## src/common/timer_defs.vh

```
// constants for the four-channel pwm timer
`ifndef TIMER_DEFS_VH
`define TIMER_DEFS_VH
`define A_STATUS 4'h0
`define A_MOD 4'h1
`define A_COUNT 4'h2
`define A_CSC0 4'h4
`define A_CMP0 4'h8
`define A_PORTCTL 4'hC
`define S_PS_LSB 0
`define S_RST 4
`define S_HALT 5
`define S_OIE 6
`define S_OVF 7
`define C_MAX 0
`define C_TOV 1
`define C_ELA 2
`define C_ELB 3
`define C_MSA 4
`define C_MSB 5
`define C_IE 6
`define C_FLG 7
`define PS_EXT 3'h7
`define RST_STATUS 8'h20
`define RST_MOD 16'hFFFF
`define CH_COUNT 4
`endif

```

## src/core/timer_a_unit.v

```verilog
// four-channel timer with buffered and unbuffered pwm
//
// Chosen here: the register addresses and the strobed register port.
`timescale 1ns/1ps
`default_nettype none
`include "timer_defs.vh"
// Summary of operation
// - channel 0 buffered bit links channels 0 and 1, output on pin 0
// - channel 0 compare rules first; channel 1 write takes over next period
// - at each overflow, last-written compare of the pair takes control
// - while linked, channel 1 control unused and pin 1 freed
// - channel 2 buffered bit links 2 and 3 the same way
// - buffered select beats single select on channels 0 and 2
// - mode field 0:1 unbuffered, 1:0 buffered compare or pwm
// - edge/level 1:0 clears output on compare, 1:1 sets it
// - toggle-on-overflow clear means no toggle, giving 0 percent duty with clear on compare
// - max duty set with toggle clear holds output at 100 percent
// - counter steps on clock; overflow flag set after rollover to zero
// - overflow request only when enable and flag both set
// - channel flag set on compare only (edge bits make the pin an output), request gated by enable
// - wait mode keeps running, blocks register access, irq wakes
// - prescale select all ones picks external clock pin
// - external clock pin forced to input while selected
// - each channel pin compare output when edge/level or mode bits set (buffered select counts on even pins only), except the odd pin of a linked pair
// - unbuffered compare value takes effect at once
// - toggle-on-overflow toggles output when counter rolls over from modulo to zero
// - at modulo, flag set and count restarts at zero
// - counter reset bit clears counter and prescaler, self-clears
module timer_a_unit #(
  parameter CW = 16
) (
  input wire core_clk,
  input wire rst,
  input wire [3:0] addr,
  input wire [15:0] wdata,
  input wire wr,
  input wire rd,
  output reg [15:0] rdata,
  input wire wait_mode,
  input wire ext_count_clock_pin,
  input wire [3:0] chan_pin_in,
  output reg [3:0] chan_pin_out,
  output reg [3:0] chan_pin_oe,
  output reg ext_pin_force_input,
  output reg irq,
  output reg wake
);
  reg [CW-1:0] count_reg;
  reg [CW-1:0] mod_reg;
  reg [7:0] status_reg;
  reg [6:0] presc_reg;
  reg ext_d_reg;
  reg [7:0] csc_reg [0:3];
  reg [CW-1:0] cmp_reg [0:3];
  reg [3:0] pin_in_d_reg;
  reg [3:0] out_reg;
  reg [1:0] sel_reg;
  reg [1:0] pend_reg;
  reg ovf_rd_reg;
  reg [3:0] flg_rd_reg;
  wire acc = ~wait_mode;
  wire wr_ok = wr & acc;
  wire rd_ok = rd & acc;
  wire [2:0] ps = status_reg[2:0];
  wire halted = status_reg[`S_HALT];
  wire ext_sel = (ps == `PS_EXT);
  reg tick;
  always @*
  begin
    case (ps)
      3'h0: tick = 1'b1;
      3'h7: tick = ext_count_clock_pin & ~ext_d_reg;
      default: tick = (presc_reg & ((7'h01 << (ps - 3'h1)) * 7'h02 - 7'h01))
        == ((7'h01 << (ps - 3'h1)) * 7'h02 - 7'h01);
    endcase
  end
  wire step = tick & ~halted;
  wire at_mod = (count_reg == mod_reg);
  wire ovf = step & at_mod;
  wire rst_cnt = wr_ok & (addr == `A_STATUS) & wdata[`S_RST];
  // pair bookkeeping
  wire [1:0] linked;
  assign linked[0] = csc_reg[0][`C_MSB];
  assign linked[1] = csc_reg[2][`C_MSB];
  wire [3:0] cmp_wr;
  wire [3:0] match;
  wire [3:0] active;
  genvar g;
  generate
    for (g = 0; g < `CH_COUNT; g = g + 1)
    begin : chan
      assign cmp_wr[g] = wr_ok & (addr == `A_CMP0 + g);
      assign match[g] = step & (count_reg == cmp_reg[g]);
      // even channel uses own selected register, odd is disabled when linked
      if (g % 2 == 0)
      begin : even
        wire [CW-1:0] bcmp = sel_reg[g/2] ? cmp_reg[g+1] : cmp_reg[g];
        wire bmatch = step & (count_reg == bcmp);
        wire [7:0] c = csc_reg[g];
        wire outmode = c[`C_MSB] | c[`C_MSA] | c[`C_ELB] | c[`C_ELA];
        assign active[g] = outmode;
        always @(posedge core_clk)
        begin
          if (rst)
            out_reg[g] <= 1'b0;
          else if (c[`C_MAX] & ~c[`C_TOV] & (c[`C_MSB] | c[`C_MSA]))
            out_reg[g] <= 1'b1;
          else if (c[`C_TOV] & ovf)
            out_reg[g] <= ~out_reg[g];
          else if ((c[`C_MSB] ? bmatch : match[g]) & c[`C_ELB])
            out_reg[g] <= c[`C_ELA];
          else if ((c[`C_MSB] ? bmatch : match[g]) & ~c[`C_ELB] & c[`C_ELA])
            out_reg[g] <= ~out_reg[g];
        end
      end
      else
      begin : odd
        wire [7:0] c = csc_reg[g];
        assign active[g] = ~linked[g/2] & (c[`C_MSA] | c[`C_ELB] | c[`C_ELA]);
        always @(posedge core_clk)
        begin
          if (rst)
            out_reg[g] <= 1'b0;
          else if (linked[g/2])
            out_reg[g] <= 1'b0;
          else if (c[`C_MAX] & ~c[`C_TOV] & c[`C_MSA])
            out_reg[g] <= 1'b1;
          else if (c[`C_TOV] & ovf)
            out_reg[g] <= ~out_reg[g];
          else if (match[g] & c[`C_ELB])
            out_reg[g] <= c[`C_ELA];
          else if (match[g] & ~c[`C_ELB] & c[`C_ELA])
            out_reg[g] <= ~out_reg[g];
        end
      end
    end
  endgenerate
  // channel events: compare when output; no capture edges, as an input channel has edge bits clear
  reg [3:0] ev;
  integer i;
  always @*
  begin
    ev = 4'h0;
    for (i = 0; i < 4; i = i + 1)
    begin
      if (active[i])
        ev[i] = (i % 2 == 0 && linked[i/2]) ?
          (step & (count_reg == (sel_reg[i/2] ? cmp_reg[i+1] : cmp_reg[i])))
          : match[i];
      else if (~((i % 2 == 1) && linked[i/2]))
        ev[i] = (csc_reg[i][`C_ELA] & chan_pin_in[i] & ~pin_in_d_reg[i]) |
          (csc_reg[i][`C_ELB] & ~chan_pin_in[i] & pin_in_d_reg[i]);
    end
  end
  always @(posedge core_clk)
  begin
    if (rst)
    begin
      count_reg <= {CW{1'b0}};
      presc_reg <= 7'h00;
      ext_d_reg <= 1'b0;
      pin_in_d_reg <= 4'h0;
    end
    else
    begin
      ext_d_reg <= ext_count_clock_pin;
      pin_in_d_reg <= chan_pin_in;
      if (rst_cnt)
      begin
        count_reg <= {CW{1'b0}};
        presc_reg <= 7'h00;
      end
      else
      begin
        if (~halted)
          presc_reg <= presc_reg + 7'h01;
        if (step)
          count_reg <= at_mod ? {CW{1'b0}} : count_reg + 1'b1;
      end
    end
  end
  // buffered selection switches on overflow to last-written register
  generate
    for (g = 0; g < 2; g = g + 1)
    begin : pair
      always @(posedge core_clk)
      begin
        if (rst | ~linked[g])
        begin
          sel_reg[g] <= 1'b0;
          pend_reg[g] <= 1'b0;
        end
        else
        begin
          if (cmp_wr[2*g+1])
            pend_reg[g] <= 1'b1;
          else if (cmp_wr[2*g])
            pend_reg[g] <= 1'b0;
          if (ovf)
            sel_reg[g] <= cmp_wr[2*g+1] ? 1'b1 :
              (cmp_wr[2*g] ? 1'b0 : pend_reg[g]);
        end
      end
    end
  endgenerate
  // registers
  integer k;
  always @(posedge core_clk)
  begin
    if (rst)
    begin
      status_reg <= `RST_STATUS;
      mod_reg <= `RST_MOD;
      ovf_rd_reg <= 1'b0;
      flg_rd_reg <= 4'h0;
      for (k = 0; k < 4; k = k + 1)
      begin
        csc_reg[k] <= 8'h00;
        cmp_reg[k] <= {CW{1'b0}};
      end
    end
    else
    begin
      if (rd_ok & (addr == `A_STATUS))
        ovf_rd_reg <= status_reg[`S_OVF];
      if (wr_ok & (addr == `A_STATUS))
      begin
        status_reg[6:0] <= {wdata[6:5], 1'b0, wdata[3:0]};
        if (ovf_rd_reg & ~wdata[`S_OVF])
          status_reg[`S_OVF] <= 1'b0;
        ovf_rd_reg <= 1'b0;
      end
      if (ovf)
        status_reg[`S_OVF] <= 1'b1;
      if (wr_ok & (addr == `A_MOD))
        mod_reg <= wdata[CW-1:0];
      for (k = 0; k < 4; k = k + 1)
      begin
        if (rd_ok & (addr == `A_CSC0 + k))
          flg_rd_reg[k] <= csc_reg[k][`C_FLG];
        if (wr_ok & (addr == `A_CSC0 + k))
        begin
          csc_reg[k][6:0] <= wdata[6:0];
          if (flg_rd_reg[k] & ~wdata[`C_FLG])
            csc_reg[k][`C_FLG] <= 1'b0;
          flg_rd_reg[k] <= 1'b0;
        end
        if (cmp_wr[k])
          cmp_reg[k] <= wdata[CW-1:0];
        if (ev[k])
          csc_reg[k][`C_FLG] <= 1'b1;
      end
    end
  end
  reg irq_now;
  integer j;
  always @*
  begin
    irq_now = status_reg[`S_OVF] & status_reg[`S_OIE];
    for (j = 0; j < 4; j = j + 1)
      if (~((j % 2 == 1) && linked[j/2]))
        irq_now = irq_now | (csc_reg[j][`C_FLG] & csc_reg[j][`C_IE]);
  end
  always @(posedge core_clk)
  begin
    if (rst)
    begin
      rdata <= 16'h0000;
      irq <= 1'b0;
      wake <= 1'b0;
      chan_pin_out <= 4'h0;
      chan_pin_oe <= 4'h0;
      ext_pin_force_input <= 1'b0;
    end
    else
    begin
      irq <= irq_now;
      wake <= irq_now & wait_mode;
      chan_pin_out <= out_reg;
      chan_pin_oe <= active;
      ext_pin_force_input <= ext_sel;
      rdata <= 16'h0000;
      if (rd_ok)
      begin
        case (addr)
          `A_STATUS: rdata <= {8'h00, status_reg};
          `A_MOD: rdata <= mod_reg;
          `A_COUNT: rdata <= count_reg;
          `A_CSC0, `A_CSC0 + 4'h1, `A_CSC0 + 4'h2, `A_CSC0 + 4'h3:
            rdata <= {8'h00, csc_reg[addr[1:0]]};
          `A_CMP0, `A_CMP0 + 4'h1, `A_CMP0 + 4'h2, `A_CMP0 + 4'h3:
            rdata <= cmp_reg[addr[1:0]];
          default: rdata <= 16'h0000;
        endcase
      end
    end
  end
endmodule // timer_a_unit
`default_nettype wire
```

## config.mk

```make
export PLATFORM = sky130hd
export DESIGN_NAME = timer_a_unit
export DESIGN_NICKNAME = d
export VERILOG_FILES = /design/src/core/timer_a_unit.v
export VERILOG_INCLUDE_DIRS = /design/src /design/src/common
export SDC_FILE = /design/constraint.sdc
export NUM_CORES = 1
export LEC_CHECK = 0
export ABC_AREA = 0
export ABC_CLOCK_PERIOD_IN_PS = 3360
export BUFFER_PORTS_ARGS = -buffer_cell sky130_fd_sc_hd__buf_2
export CORE_ASPECT_RATIO = 2
export CORE_UTILIZATION = 50
export DETAILED_ROUTE_END_ITERATION = 12
export PLACE_DENSITY = 0.72
export RECOVER_POWER = 50
export SLEW_MARGIN = 20
export SYNTH_ARGS = -nofsm -noshare
export SYNTH_HDL_FRONTEND = slang
export SYNTH_SLANG_ARGS = --single-unit
```

## constraint.sdc

```tcl
create_clock -name core_clk -period 3.36 [get_ports core_clk]
set_input_delay 0 -clock core_clk [delete_from_list [all_inputs] [get_ports core_clk]]
set_output_delay 0 -clock core_clk [all_outputs]
set_load 0.02 [all_outputs]
```

* Word level (Yosys, flattened, before mapping)
Memory sizes are Yosys's and may differ from the RTL's.
Cells that the tools add are included.
** Cells by class
- Order comparisons :: 0
- Eq/ne operators :: 19
- Reductions and logical operators :: 20
- Divide/modulo/power cells :: 0
- Shifts and indexed selects :: 1
- Bitwise logic cells :: 144
- Multiply operators :: 0
- Add/sub/neg operators :: 4
- Mux-type cells :: 108
** Operator list (number)
- == test 16 bit :: 7
- 2-to-1 mux 16 bit :: 7
- 2-to-1 mux 1 bit :: 94
- AND 1 bit :: 80
- one-hot mux 16 bit (5 select lines) :: 1
- OR 1 bit :: 36
- 2-to-1 mux 7 bit :: 4
- NOT 1 bit :: 27
- OR reduction 2 bit :: 9
- adder 16 x 1 -> 16 bit (second input constant) :: 1
- == test 4 x 3 -> 1 bit (second input constant) :: 4
- == test 4 bit (second input constant) :: 4
- nonzero test 4 bit :: 4
- 2-to-1 mux 8 bit :: 1
- OR reduction 4 bit :: 2
- adder 7 x 1 -> 7 bit (second input constant) :: 1
- AND 7 bit :: 1
- == test 7 bit :: 1
- subtractor 7 x 1 -> 7 bit (second input constant) :: 1
- left shift 1 x 3 -> 6 bit (first input constant) :: 1
- == test 4 x 1 -> 1 bit (second input constant) :: 1
- == test 4 x 2 -> 1 bit (second input constant) :: 1
- logical NOT 4 bit :: 1
- nonzero test 2 bit :: 2
- 5 further kinds :: 5
** Word-level totals
- Register bits after elaboration :: 91
- Bits in latches :: 0
- Output and inout bits :: 27
- ROM bits :: 0
- Bits of input ports :: 30
- Word-level logic and storage cells :: 324
- Memories kept :: 2
- Bits in writable memories :: 96
** Memories
- cmp_reg :: depth 4, bits a word 16, rd ports 5, clocked after memory_dff 0, wr ports 4, RTL line timer_a_unit.v:54 : reg [CW-1:0] cmp_reg [0:3];
- csc_reg :: depth 4, bits a word 8, rd ports 5, clocked after memory_dff 0, wr ports 4, RTL line timer_a_unit.v:53 : reg [7:0] csc_reg [0:3];

* Depth between registers and ports, before layout
- Depth in word-level cells :: 15
- Mapped depth :: 10
- Gate-level depth less buffers :: 7

* Worst setup path after synthesis
No wires, ideal clock.
- Kind :: input port to flip-flop
- From :: input port addr[0]
- To :: memory cmp_reg[0][0], enable pin
- Data arrival time :: 2.094 ns
- Path buffers :: 4
- Stages :: 5
- Library setup time :: 0.414 ns
- Setup slack :: 0.852 ns
- Path through :: clkbuf_1 -> buf_2 -> buf_2 -> buf_2 -> o31ai_1
** RTL lines
- start: declaration :: RTL line timer_a_unit.v:34 : input wire [3:0] addr,
- end: declaration :: RTL line timer_a_unit.v:54

==> qor.txt <==
Worst slew margin: -19.2%
Main synth FF type: edfxtp_1
Met3 Use GR: 4.80%
# DRC: 0
DR iter-0 viols: 666
Final HPWL DP: 22.2 mm
Pins Over Slew Limit: 38
Die W: 98.7 um
Worst Path Required: 3.66 ns
Final setup viols: 0
Post-Syn Nets: 909
Total number of vias: 7335
Worst Min Path Start: wdata[5]
Synth top area cells: edfxtp_1 (31%), dfxtp_1 (18%), and2_1 (6.7%)
CTS clock-pin slew for the worst setup and hold paths: 0.07 ns
Routed Wire Length: 30.3 mm
Maxcap violations: 1
Vias in the first global route: 7325
Total gr overflow: 0
Worst Setup Start Kind: input port
P per Cell Area: 466 nW/um^2
TritonCTS Sinks: 182
Antenna Nets Post-Route: 0
Root buffer cell: clkbuf_16
Synth top cells by count: and2_1 (100), edfxtp_1 (96), dfxtp_1 (86)
Top cell type's share of synthesized area: 30.8%
Final Cell Area: 10600 um^2
Met2 Use GR: 58.9%
Cell Area, Synth: 9350 um^2
Failing checks: hold timing, capacitance limit, slew limit
GRT Resource Usage Total: 32.8%
Pleak: 3.70 nW
Hold Buf Count CTS: 20
Worst-path fanout max: 24
Post-synthesis cell count: 874
Die H: 195 um
Peak supply drop: 378 uV
Wirelength per Cell: 26.0 um
Ant diodes: 0
Cell variety after synth: 64
Worst-Margin Slew: 1.79 ns
Met1 GRT Util: 31.9%
Seq/Total Area, Yosys: 49.3%
CTS resizes: 0
Post-CTS Setup Bufs: 0
Layout cells sized above 1: 11.3%
EDFF count, synth: 96
F_max: 0.347 GHz
CTS tree: done
Initial Utilization: 51.1%
Area of the core: 18300 um^2
Most used routing layer: met2
IO buf count: 52
First-pass DRT Iterations: 8
First-pass GRT wire length: 44.7 mm
Avg Inst Size Synth: 10.7 um^2
CTS H-tree lvls: 4
Most frequent cell after synthesis: and2_1
Status: finished, violations left
Max FFs per register: 64
Register bit total from synthesis: 182
RSZ-0062 raised after global routing: no
Setup TNS: 0 ns
Placed Area: 9870 um^2
Vias per std cell: 6.30
Critical Path Sink Type: flip-flop
Fin crit share: 85.7%
Synth area leader: edfxtp_1
Data arrival, critical path: 3.18 ns
FF-to-FF Start: presc_reg[4]$_SDFFE_PP0N_
Final #Nets: 970
Yosys warns: 0
Clock Latency Late Sink: 0.45 ns
Worst setup path start: addr[1]
Largest net degree at the start of global routing: 38
FP Rows: 70
Antenna violations before repair: 0
Kind of critical path: in2reg
Die ar.: 19300 um^2
Worst hold path type: in2reg
Final RePlAce weighted congestion: 1.06
TritonCTS Buffers: 17
Clock Skews: 0.0118 ns
Final hold violations: 1
Io pins: 57
Max Buffers Root-to-Sink: 2
Area grow syn2layout: 13.2%
Async S/R FF share, synth: 0%
Hold WS: -0.00307 ns
Min cycle time layout: 2.88 ns
==> cell usage in the layout, fill, tap and decap left out, types with 4 or more instances in the layout <==
cell and count:
a222oi_1 9, dfxtp_1 86, a21oi_1 13, nand3_1 18, xor2_1 8, xnor2_1 67, and2_0 22, nand2_1 57
buf_4 21, clkinv_4 4, nand4_1 20, nor4_1 7, nand2b_1 13, a22o_1 5, buf_2 21, nor2_1 72
nand3b_1 4, a22oi_1 9, nor2b_1 15, o31a_1 4, clkbuf_16 17, ha_1 5, a311o_1 4, and3_1 11
edfxtp_1 96, clkbuf_1 43, nor3_1 10, o21ai_0 20, o22ai_1 7, dlygate4sd3_1 20, and2_1 78, o2111ai_1 9
o21ai_1 4, inv_1 22, o221ai_1 4, mux4_2 24, mux2i_1 43
==> cell families after synthesis <==
family	Yosys count	share of synthesized area [%]
DFF	182	49.3
xor gates and xnor gates	75	7.03
buffers and inverters	85	3.60
AOI/OAI and AO/OA	117	9.49
and+or+nand+nor	343	19.6
adders and majority gates	5	0.669
muxes	67	10.4
==> power breakdown <==
part	switching (mW)	leakage, nW	internal [mW]	total, mW
combinational	0.250	1.81	0.165	0.415
clock	0.913	0.276	1.11	2.02
sequential	0.0805	1.61	2.42	2.50
==> critical path: stages <==
cell,delay [ns]
clkbuf_1,1.05
nand2b_1,0.83
nor3_1,0.41
clkbuf_1,0.64
and2_1,0.24
==> metal layers <==
| layer | wire [um] | vias to the layer above |
|---|---|---|
| met3 | 1580 | 144 |
| met4 | 2930 | 0 |
| met1 | 9560 | 3544 |
| met5 | 0 | - |
| met2 | 16200 | 379 |
| li1 | - | 3268 |
==> cell type report <==
class                      instances  area, um^2
clock buffer                      19         433
tap                              216         270
timing repair buffer             103         617
sequential                       182        4600
inverter                          24        90.1
multi-input combinational        607        4420
clock inverter                    13         151
fill                            1594        7720
==> per-stage QoR <==
step | cells | util (%) | setup slack (ns) | power [mW] | hold WS, ns
floorplan | 874 | - | 0.852 | 2.76 | 0.122
global placement | 1112 | 53.9 | 0.597 | 2.93 | 0.248
detailed placement | 1112 | 53.9 | 0.572 | 2.94 | 0.255
CTS | 1164 | 58.2 | 0.561 | 4.93 | 0.00254
global route | 1164 | 57.8 | 0.341 | 5.04 | 0.0230
finish | 1164 | 57.8 | 0.482 | 4.93 | -0.00307
==> worst paths after layout <==
check,slack (ns),end,cells past startpoint
worst max register to register,0.48,csc_reg[0][7]$_SDFFCE_PN0P_,8
worst max-delay path,0.48,cmp_reg[2][3]$_SDFFCE_PN0P_,5
worst min register to register,0.48,flg_rd_reg[2]$_SDFFE_PP0P_,2
worst min-delay path,-0.003,mod_reg[5]$_SDFFE_PP1P_,3
(Power assumes the default switching activity.)
